===== src/hw/dwp_params.svh =====
// constants for the dual wiper serial command port
`ifndef DWP_PARAMS_SVH
`define DWP_PARAMS_SVH
`define DWP_CLK_MHZ        50
`define DWP_BUSY_MS        12
`define DWP_BUSY_CYC       (`DWP_BUSY_MS * 1000 * `DWP_CLK_MHZ)
`define DWP_LOAD_NS        5000
`define DWP_LOAD_CYC       ((`DWP_LOAD_NS * `DWP_CLK_MHZ) / 1000)
`define DWP_MIDSCALE       8'h80
`define DWP_SHORT_LEN      5'h08
`define DWP_LONG_LEN       5'h10
`endif


===== src/hw/dwp_pkg.sv =====
// types for the dual wiper serial command port
package dwp_pkg;
  typedef enum logic [1:0] {
    DWP_OP_WR_WIPER  = 2'b00,
    DWP_OP_WR_STORED = 2'b01,
    DWP_OP_SAVE      = 2'b10,
    DWP_OP_RESTORE   = 2'b11
  } dwp_op_t;
  typedef struct packed {
    logic [1:0] op;
    logic [1:0] chan;
    logic [7:0] code;
  } dwp_frame_t;
  typedef enum logic [1:0] {
    DWP_ST_LOAD = 2'b00,
    DWP_ST_RUN  = 2'b01,
    DWP_ST_BUSY = 2'b10
  } dwp_state_t;
endpackage


===== src/hw/dwp_port.sv =====
// dual wiper serial command port, device side
`timescale 1ns/1ns
`default_nettype none
`include "dwp_params.svh"
module dwp_port
  import dwp_pkg::*;
#(
  parameter int BUSY_CYC = `DWP_BUSY_CYC,
  parameter int LOAD_CYC = `DWP_LOAD_CYC
) (
  input  wire logic       core_clk,
  input  wire logic       rst_n,
  input  wire logic       sclk,
  input  wire logic       din,
  input  wire logic       cs_n,
  output var  logic [7:0] wiper_terminal_a,
  output var  logic [7:0] wiper_terminal_b,
  output var  logic       wiper_valid,
  output var  logic       store_busy
);
  logic [2:0]  sclk_s;
  logic [1:0]  din_s;
  logic [2:0]  cs_s;
  logic [15:0] shift;
  logic [4:0]  bit_cnt;
  logic [7:0]  wiper_a_position;
  logic [7:0]  wiper_b_position;
  logic [7:0]  stored_a_position;
  logic [7:0]  stored_b_position;
  logic [23:0] tmr;
  dwp_state_t  state;
  dwp_frame_t  frm;
  logic        sclk_rise;
  logic        cs_rise;
  logic        len_ok;
  logic        go;

  // two flops before use; third flop only feeds edge detection
  always_ff @(posedge core_clk or negedge rst_n) begin
    if (!rst_n) begin
      sclk_s <= 3'h0;
      din_s  <= 2'h0;
      cs_s   <= 3'h7;
    end else begin
      sclk_s <= {sclk_s[1:0], sclk};
      din_s  <= {din_s[0], din};
      cs_s   <= {cs_s[1:0], cs_n};
    end
  end

  assign sclk_rise = sclk_s[1] & ~sclk_s[2];
  assign cs_rise   = cs_s[1] & ~cs_s[2];

  // frame is taken as command byte then optional code byte, msb first
  always_comb begin
    if (bit_cnt == `DWP_SHORT_LEN) begin
      frm = dwp_frame_t'({shift[5:4], shift[1:0], 8'h00});
    end else begin
      frm = dwp_frame_t'({shift[13:12], shift[9:8], shift[7:0]});
    end
  end

  assign len_ok = (bit_cnt == `DWP_LONG_LEN) ||
                  (bit_cnt == `DWP_SHORT_LEN && frm.op[1]);
  // channel 00 and both-channel writes are ignored
  assign go = cs_rise && state != DWP_ST_LOAD && len_ok && frm.chan != 2'b00 &&
              !(frm.chan == 2'b11 && !frm.op[1]);

  always_ff @(posedge core_clk or negedge rst_n) begin
    if (!rst_n) begin
      shift   <= 16'h0000;
      bit_cnt <= 5'h00;
    end else if (cs_s[1]) begin
      bit_cnt <= 5'h00;
    end else if (sclk_rise) begin
      shift <= {shift[14:0], din_s[1]};
      if (bit_cnt != 5'h1f) begin
        bit_cnt <= bit_cnt + 5'h01; // extra clocks saturate, frame rejected
      end
    end
  end

  // stored copies; no real cell, flops reset to shipping midscale
  always_ff @(posedge core_clk or negedge rst_n) begin
    if (!rst_n) begin
      stored_a_position <= `DWP_MIDSCALE;
      stored_b_position <= `DWP_MIDSCALE;
    end else if (go && state == DWP_ST_RUN) begin
      unique case (dwp_op_t'(frm.op))
        DWP_OP_WR_STORED: begin
          if (frm.chan[0]) stored_a_position <= frm.code;
          if (frm.chan[1]) stored_b_position <= frm.code;
        end
        DWP_OP_SAVE: begin
          if (frm.chan[0]) stored_a_position <= wiper_a_position;
          if (frm.chan[1]) stored_b_position <= wiper_b_position;
        end
        default: ;
      endcase
    end
  end

  // wipers: code picks tap directly, 00 low end, ff high end
  always_ff @(posedge core_clk or negedge rst_n) begin
    if (!rst_n) begin
      wiper_a_position <= 8'h00;
      wiper_b_position <= 8'h00;
    end else if (state == DWP_ST_LOAD && tmr == 24'h000000) begin
      wiper_a_position <= stored_a_position;
      wiper_b_position <= stored_b_position;
    end else if (go && frm.op == DWP_OP_WR_WIPER) begin
      if (frm.chan[0]) wiper_a_position <= frm.code;
      if (frm.chan[1]) wiper_b_position <= frm.code;
    end else if (go && frm.op == DWP_OP_RESTORE) begin
      if (frm.chan[0]) wiper_a_position <= stored_a_position;
      if (frm.chan[1]) wiper_b_position <= stored_b_position;
    end
  end

  // stored writes during busy are dropped, as the cell would be mid-program
  always_ff @(posedge core_clk or negedge rst_n) begin
    if (!rst_n) begin
      state <= DWP_ST_LOAD;
      tmr   <= 24'(LOAD_CYC - 1);
    end else begin
      unique case (state)
        DWP_ST_LOAD: begin
          if (tmr == 24'h000000) state <= DWP_ST_RUN;
          else tmr <= tmr - 24'h000001;
        end
        DWP_ST_RUN: begin
          if (go && frm.op inside {DWP_OP_WR_STORED, DWP_OP_SAVE}) begin
            state <= DWP_ST_BUSY;
            tmr   <= 24'(BUSY_CYC - 1);
          end
        end
        DWP_ST_BUSY: begin
          if (tmr == 24'h000000) state <= DWP_ST_RUN;
          else tmr <= tmr - 24'h000001;
        end
        default: state <= DWP_ST_RUN;
      endcase
    end
  end

  // registered wiper and status outputs only, nothing shifts back out
  always_ff @(posedge core_clk or negedge rst_n) begin
    if (!rst_n) begin
      wiper_terminal_a <= 8'h00;
      wiper_terminal_b <= 8'h00;
      wiper_valid      <= 1'b0;
      store_busy       <= 1'b0;
    end else begin
      wiper_terminal_a <= wiper_a_position;
      wiper_terminal_b <= wiper_b_position;
      wiper_valid      <= state != DWP_ST_LOAD;
      store_busy       <= state == DWP_ST_BUSY;
    end
  end

  // frm moves once the bit count clears on the decode edge, so checks use $past of it
  a_wiper_write: assert property (@(posedge core_clk) disable iff (!rst_n)
    go && frm.op == DWP_OP_WR_WIPER && frm.chan == 2'b01
    |=> wiper_a_position == $past(frm.code) ##1 wiper_terminal_a == $past(frm.code, 2))
    else $error("wiper a not loaded");
  a_wiper_b_write: assert property (@(posedge core_clk) disable iff (!rst_n)
    go && frm.op == DWP_OP_WR_WIPER && frm.chan == 2'b10
    |=> wiper_b_position == $past(frm.code) && $stable(wiper_a_position))
    else $error("wiper b not loaded");
  a_stored_keep: assert property (@(posedge core_clk) disable iff (!rst_n)
    go && frm.op == DWP_OP_WR_WIPER |=> $stable(stored_a_position) && $stable(stored_b_position))
    else $error("stored changed by wiper write");
  a_stored_write: assert property (@(posedge core_clk) disable iff (!rst_n)
    go && state == DWP_ST_RUN && frm.op == DWP_OP_WR_STORED && frm.chan == 2'b10
    |=> stored_b_position == $past(frm.code) && $stable(wiper_b_position))
    else $error("stored b not written");
  a_busy_drop: assert property (@(posedge core_clk) disable iff (!rst_n)
    go && state == DWP_ST_BUSY && frm.op == DWP_OP_WR_STORED
    |=> $stable(stored_a_position) && $stable(stored_b_position))
    else $error("stored write taken while busy");
  a_save_copy: assert property (@(posedge core_clk) disable iff (!rst_n)
    go && state == DWP_ST_RUN && frm.op == DWP_OP_SAVE && frm.chan == 2'b11
    |=> stored_a_position == $past(wiper_a_position)
        && stored_b_position == $past(wiper_b_position))
    else $error("save copy wrong");
  a_restore_copy: assert property (@(posedge core_clk) disable iff (!rst_n)
    go && frm.op == DWP_OP_RESTORE && frm.chan == 2'b01
    |=> wiper_a_position == $past(stored_a_position))
    else $error("restore wrong");
  a_restore_chan_b: assert property (@(posedge core_clk) disable iff (!rst_n)
    go && frm.op == DWP_OP_RESTORE && frm.chan == 2'b10
    |=> wiper_b_position == $past(stored_b_position) && $stable(wiper_a_position))
    else $error("restore b wrong");
  a_bad_frame: assert property (@(posedge core_clk) disable iff (!rst_n)
    cs_rise && (frm.chan == 2'b00 || !len_ok)
    |=> $stable(wiper_a_position) && $stable(stored_a_position)
        && $stable(wiper_b_position) && $stable(stored_b_position))
    else $error("bad frame changed state");
  a_count_clear: assert property (@(posedge core_clk) disable iff (!rst_n)
    cs_s[1] |=> bit_cnt == 5'h00)
    else $error("bit count not cleared");
  a_busy_set: assert property (@(posedge core_clk) disable iff (!rst_n)
    go && state == DWP_ST_RUN && frm.op == DWP_OP_SAVE |=> ##1 store_busy)
    else $error("busy not raised");
  a_busy_hold: assert property (@(posedge core_clk) disable iff (!rst_n)
    state == DWP_ST_BUSY && tmr != 24'h000000 |=> state == DWP_ST_BUSY)
    else $error("busy ended early");
  a_busy_end: assert property (@(posedge core_clk) disable iff (!rst_n)
    state == DWP_ST_BUSY && tmr == 24'h000000 |=> state == DWP_ST_RUN)
    else $error("busy did not end");
  a_load_done: assert property (@(posedge core_clk) disable iff (!rst_n)
    state == DWP_ST_LOAD && tmr == 24'h000000 |=> ##1 wiper_valid)
    else $error("power-up load not finished");
  a_valid_stays: assert property (@(posedge core_clk) disable iff (!rst_n)
    wiper_valid |=> wiper_valid)
    else $error("valid dropped after load");

  // main scenarios: direct write, short copy, both-channel save, dropped store, busy end
  c_wiper_write: cover property (@(posedge core_clk) disable iff (!rst_n)
    go && frm.op == DWP_OP_WR_WIPER);
  c_short_copy: cover property (@(posedge core_clk) disable iff (!rst_n)
    go && bit_cnt == `DWP_SHORT_LEN);
  c_both_save: cover property (@(posedge core_clk) disable iff (!rst_n)
    go && frm.op == DWP_OP_SAVE && frm.chan == 2'b11);
  c_busy_drop: cover property (@(posedge core_clk) disable iff (!rst_n)
    go && state == DWP_ST_BUSY && frm.op == DWP_OP_WR_STORED);
  c_busy_done: cover property (@(posedge core_clk) disable iff (!rst_n)
    $fell(store_busy));
endmodule
`default_nettype wire


===== config.mk =====
export PLATFORM = sky130hd
export DESIGN_NAME = dwp_port
export DESIGN_NICKNAME = d
export VERILOG_FILES = /design/src/hw/dwp_pkg.sv /design/src/hw/dwp_port.sv
export VERILOG_INCLUDE_DIRS = /design/src /design/src/hw
export SDC_FILE = /design/constraint.sdc
export NUM_CORES = 1
export LEC_CHECK = 0
export CAP_MARGIN = 15
export CORE_ASPECT_RATIO = 1.1
export CORE_MARGIN = 4
export CORE_UTILIZATION = 55
export DETAILED_ROUTE_END_ITERATION = 6
export DONT_BUFFER_PORTS = 1
export PLACE_DENSITY = 0.67
export SLEW_MARGIN = 10
export SYNTH_ARGS = -nofsm -noshare
export SYNTH_HDL_FRONTEND = slang
export SYNTH_SLANG_ARGS = --single-unit

===== constraint.sdc =====
create_clock -name core_clk -period 4.2 [get_ports core_clk]
set_clock_uncertainty 0.05 [all_clocks]
set_input_delay 1.26 -clock core_clk [delete_from_list [all_inputs] [get_ports core_clk]]
set_output_delay 1.26 -clock core_clk [all_outputs]
set_load 0.02 [all_outputs]

==> out/metrics.yaml, run 1 <==
outcome: "finished, final reports clean"
antenna_found_initial: 0
post_cts_buffers: 0
tightestPinTransition_ns: 1.21
hpwlAfterDp_mm: 5.73
layout-drive-gt1-share: 0.179
synthFlopType: "dfrtp_1"
cts_tree: "done"
clk_latency_ns: 0.36
crit_type: "register to register"
cts-root-buf: "clkbuf_8"
cts_inserted_buffers: 9
dpl.cell_count: 484
start_kind: "register"
fin_hold_ws_ns: 0.308
finalNetCount: 401
grt-ovfl-total: 0
ctsResizeCount: 0
synth.distinct_cells: 46
htree_levels: 3
io_buffer_count: 0
ir_drop_mv: 0.196
grt_pass1_wl_mm: 14.4
hp-class: "register to register"
ys_seq_area_frac: 0.555
rsz0062_at_grt: "false"
syn_to_final_growth_pct: 6.27
initial_core_util: 0.578
pwr-share-comb: 0.079
grt_max_degree: 104
ys_ff_latch: 103
pwr-share-seq: 0.587
period_minus_slack_ns: 3.39
syn-num-nets: 400
setup_viol: 0
slew_headroom: 0.193
synth-edff-count: 0
core-area_sq_um: 8080
n_antenna_cell: 0
critPathMaxStageDelay_ns: 1.03
place.gp.congestion: 0.808
final_core_util: 0.614
clkPwrFrac: 0.335
rows: 34
post-route-period-util: 0.807
first_pass_iters: 7
nFillCells: 678
sw_frac_of_total: 0.247
setup_tns_ns: 0
power_density_nw_per_um2: 378
syn-cell-area_sq_um: 4670
wirelength_mm: 8.51
die_height_microns: 105
max_cap_viol_count: 0
syn_avg_cell_area_sq_um: 12.1
cts_hold_buf: 0
vias_per_cell: 5.73
drt-initial-drc-count: 93
power_leakage_nw: 2.40
switching_power_mw: 0.464
cp_slowest_cell: "nor2b_1"
cts_sinks: 103
path_max_fanout: 19
grt_pass1_vias: 2979
dieArea_sq_um: 10000
ys_async_sr_fraction: 1.00
endpoint_kind: "register"
maxSlewViolCount: 0
synth_cells: 386
ioPinCount: 23
wire_per_inst_microns: 17.0
critPathRequiredTime_ns: 4.43
track_usage: 0.181
path_clk_slew_ns: 0.10
crit_chain: "inv_1 -> ha_1 -> nand4bb_1 -> mux2_2 -> inv_1 -> ha_1 -> nor2b_1 -> a22oi_1 -> mux2i_1"
vias: 2865
arrival_ns: 3.62
fp.dieW_microns: 95.9
finalHoldViolCount: 0
cts_buffer_depth: 2
drc: 0
drtAntennaViolNets: 0
fin_cells: 500
p_int_mw: 1.41
max_freq_ghz: 0.295
synth-warning-count: 0
-- sequential cells by signal, indices dropped and copies added (netlist names) --
signal,count
tmr,24
shift,14
wiper_valid,1
stored_a_position,8
cs_s,3
sclk_s,3
state,2
din_s,2
wiper_terminal_a,8
wiper_b_position,8
wiper_terminal_b,8
stored_b_position,8
bit_cnt,5
store_busy,1
wiper_a_position,8
-- cell usage in the layout, fill, tap and decap left out, drive strengths merged, types with 8 or more instances in the layout --
cell    Yosys  routed
nor3        9       9
mux2       34      34
mux2i      38      38
nand2      25      25
xnor2      14      14
nor4       11      11
dfrtp      92      92
dfstp      11      11
inv        22      23
ha          9       9
nor2       26      26
xor2        8       8
clkbuf      9      12
nand3       8       8
a22oi      17      17
-- layout make-up --
| type | count | area (sq um) | share of cell area |
|---|---|---|---|
| clock buffer | 12 | 145 | 0.0292 |
| timing repair buffer | 3 | 22.5 | 0.00454 |
| inverter | 22 | 82.6 | 0.0166 |
| sequential | 103 | 2590 | 0.522 |
| tap | 108 | 135 | 0.0272 |
| clock inverter | 4 | 55.1 | 0.0111 |
| multi-input combinational | 248 | 1930 | 0.389 |
-- metrics by stage --
stage | area (sq um) | total power, mW | setup slack, ns
after floorplan | 4670 | 1.22 | 1.19
after global placement | 4750 | 1.26 | 1.08
after detailed placement | 4760 | 1.27 | 0.879
after CTS | 4960 | 1.89 | 0.861
after global routing | 4960 | 1.96 | 0.631
final | 4960 | 1.87 | 0.810
-- cell families (layout without fill, tap and decap cells) --
kind of cell,Yosys count,in the layout,share of synthesized area
muxes,72,72,0.164
xor gates and xnor gates,22,22,0.0413
and+or+nand+nor,107,107,0.125
DFF,103,103,0.555
AOI/OAI and AO/OA,38,38,0.0584
buffers and inverters,35,41,0.0316
adders and majority gates,9,9,0.0241
-- Yosys cell counts, types with 6 or more instances --
| master | instances | share of area |
|---|---|---|
| mux2_2 | 33 | 0.080 |
| ha_1 | 9 | 0.024 |
| a22oi_1 | 17 | 0.027 |
| mux2i_1 | 38 | 0.081 |
| nor3_1 | 9 | 0.0096 |
| nand3_1 | 6 | 0.0064 |
| clkbuf_1 | 9 | 0.0072 |
| nand2_1 | 25 | 0.020 |
| xor2_1 | 8 | 0.015 |
| dfrtp_1 | 92 | 0.49 |
| inv_1 | 22 | 0.018 |
| xnor2_1 | 14 | 0.026 |
| nor2_1 | 26 | 0.021 |
| dfstp_2 | 11 | 0.062 |
| nor4_1 | 8 | 0.011 |
-- power by group through the flow --
stage	clock network [mW]	logic [mW]	registers [mW]
3_3_place_gp	0	0.144	1.12
2_1_floorplan	0	0.127	1.09
4_1_cts	0.645	0.149	1.10
3_5_place_dp	0	0.148	1.12
6_report	0.627	0.147	1.10
5_1_grt	0.688	0.167	1.11
-- path summary, 6_finish.rpt --
kind | start | cells past startpoint | end | slack (ns)
setup reg to reg | bit_cnt[0] | 9 | stored_b_position[4] | 0.81
hold / removal | sclk_s[0] | 0 | sclk_s[1] | 0.31
setup / recovery | bit_cnt[0] | 9 | stored_b_position[4] | 0.81
min in group asynchronous | rst_n | 0 | wiper_b_position[2] | 0.52
hold reg to reg | sclk_s[0] | 0 | sclk_s[1] | 0.31
max in group asynchronous | rst_n | 0 | tmr[6] | 3.29
-- per-layer routing --
layer  up-vias  part of all wire  global-route usage
met5         -                 0                   0
met4         0             0.013              0.0569
met3        11             0.027              0.0381
met2        40              0.52               0.301
met1      1450              0.44               0.234
li1       1364                 -                   -
-- worst max-delay path: cells and delay by family, from the launching register on --
kind,cells,cell delay [ns]
AOI/OAI and AO/OA,1,0.17
adders and majority gates,2,0.61
buffers and inverters,2,0.13
DFF,1,0.42
muxes,2,0.56
and+or+nand+nor,2,1.36
Note: power is estimated with default switching activity, not from simulation.
==> run 2, diff against run 1 <==
PLACE_DENSITY = 0.7   (was 0.67)
clock period = 2.9 ns   (was 4.2 ns; I/O delays follow)
==> out/metrics.yaml, run 2 (same netlist as run 1, synthesis figures left out) <==
critPathMaxStageDelay_ns: 0.46  # was 1.03 ns
antenna_found_initial: 0  # unchanged
grt_max_degree: 104  # unchanged
cts_sinks: 103  # unchanged
post-route-period-util: 0.932  # was 0.807
power_leakage_nw: 2.45  # was 2.40 nW
slew_headroom: 0.607  # was 0.193
vias_per_cell: 5.65  # was 5.73
hpwlAfterDp_mm: 5.67  # was 5.73 mm
finalNetCount: 411  # was 401
grt_pass1_vias: 3074  # was 2979
vias: 2883  # was 2865
initial_core_util: 0.578  # unchanged
cpMostUsedCell: "buf_4"
post_cts_buffers: 0  # unchanged
reg_top3: "tmr: 24 flops, shift: 14 flops"  # unchanged
setup_viol: 0  # unchanged
largest-register: "tmr"  # unchanged
drt-initial-drc-count: 148  # was 93
rsz0062_at_grt: "false"  # unchanged
n_antenna_cell: 0  # unchanged
syn_to_final_growth_pct: 7.82  # was 6.27%
tightestPinTransition_ns: 0.584  # was 1.21 ns
die_height_microns: 105  # unchanged
dieArea_sq_um: 10000  # unchanged
wirelength_mm: 8.59  # was 8.51 mm
track_usage: 0.190  # was 0.181
setup_tns_ns: 0  # unchanged
grt-ovfl-total: 0  # unchanged
path_clk_slew_ns: 0.10  # about the same
max_cap_viol_count: 0  # unchanged
final_core_util: 0.623  # was 0.614
crit_chain: "inv_1 -> ha_1 -> nand4bb_1 -> buf_4 -> mux2i_1 -> nor4_4 -> buf_4 -> a21oi_2 -> buf_4 -> mux2_2"  # was inv_1 -> ha_1 -> nand4bb_1 -> mux2_2 -> inv_1 -> ha_1 -> nor2b_1 -> a22oi_1 -> mux2i_1
cts_inserted_buffers: 9  # unchanged
drtAntennaViolNets: 0  # unchanged
critPathRequiredTime_ns: 3.10  # was 4.43 ns
ir_drop_mv: 0.364  # was 0.196 mV
fp.dieW_microns: 95.9  # unchanged
arrival_ns: 2.91  # was 3.62 ns
drc: 0  # unchanged
power_density_nw_per_um2: 527  # was 378 nW/um^2
ioPinCount: 23  # unchanged
ctsResizeCount: 0  # unchanged
cp_slowest_cell: "mux2i_1"  # was nor2b_1
layout_commonest_cell: "dfrtp_1"  # unchanged
clk_latency_ns: 0.37  # was 0.36 ns
htree_levels: 3  # unchanged
maxSlewViolCount: 0  # unchanged
crit_type: "register to register"  # unchanged
place.gp.congestion: 0.785  # was 0.808
grt_pass1_wl_mm: 15.1  # was 14.4 mm
wire_per_inst_microns: 16.8  # was 17.0 microns
cts_tree: "done"  # unchanged
cts-root-buf: "clkbuf_8"  # unchanged
finalHoldViolCount: 0  # unchanged
start_kind: "register"  # unchanged
max_freq_ghz: 0.370  # was 0.295 GHz
layout-drive-gt1-share: 0.201  # was 0.179
rows: 34  # unchanged
io_buffer_count: 0  # unchanged
core-area_sq_um: 8080  # unchanged
outcome: "finished, final reports clean"  # unchanged
path_max_fanout: 13  # was 19
layout_common_cells: "92 x dfrtp_1, 38 x mux2i_1, 31 x mux2_2"  # was 92 x dfrtp_1, 38 x mux2i_1, 33 x mux2_2
cts_hold_buf: 0  # unchanged
first_pass_iters: 5  # was 7
period_minus_slack_ns: 2.70  # was 3.39 ns
largest_register_ffs: 24  # unchanged
endpoint_kind: "register"  # unchanged
hp-class: "input port to async pin"  # was register to register
cts_buffer_depth: 2  # unchanged
run 2: final timing paths:
path / slack, ns / from / end / cells past startpoint
max in group asynchronous: 2.41 / rst_n / cs_s[1] / 0
hold / removal: 0.14 / rst_n / tmr[2] / 0
min in group core_clk: 0.31 / din_s[0] / din_s[1] / 0
setup / recovery: 0.20 / bit_cnt[0] / wiper_a_position[3] / 10
setup reg to reg: 0.20 / bit_cnt[0] / wiper_a_position[3] / 10
hold reg to reg: 0.31 / din_s[0] / din_s[1] / 0
run 2: worst max-delay path, delay by kind of cell (launching register included):
family,cells,cell delay [ns]
fa+ha+maj,1,0.20
flops,1,0.42
simple gates,2,0.32
mux,2,0.81
buf+inv,4,0.69
compound gates,1,0.11
run 2: stage by stage:
step	setup slack [ns]	instance area, sq um	std cells	total power [mW]	hold slack, ns
2_1_floorplan	0.0229	4690	386	1.77	0.281
3_3_place_gp	0.302	4860	494	1.83	0.284
3_5_place_dp	0.193	4860	494	1.83	0.290
4_1_cts	0.185	5030	510	2.67	0.120
5_1_grt	0.0179	5030	510	2.77	0.119
6_report	0.198	5030	510	2.65	0.135
run 2: metal layers:
metal / track usage / routed length [microns] / part of all wire / up-vias
li1: - / - / - / 1371
met1: 0.270 / 4050 / 0.47 / 1456
met2: 0.292 / 4100 / 0.48 / 41
met3: 0.0352 / 274 / 0.032 / 15
met4: 0.0671 / 160 / 0.019 / 0
met5: 0 / 0 / 0 / -
run 2: area by class of cell:
cell class                      count  area (sq um)
Fill cell                         657          3050
Sequential cell                   103          2590
Multi-Input combinational cell    248          1940
Tap cell                          108           135
Clock buffer                       10           128
Timing Repair Buffer               13           110
Inverter                           22          82.6
Clock inverter                      6          50.0
run 2: where the power goes:
group          internal [mW]  switching [mW]
clock network          0.327           0.516
registers               1.50          0.0986
logic                  0.118          0.0951
total                   1.94           0.709
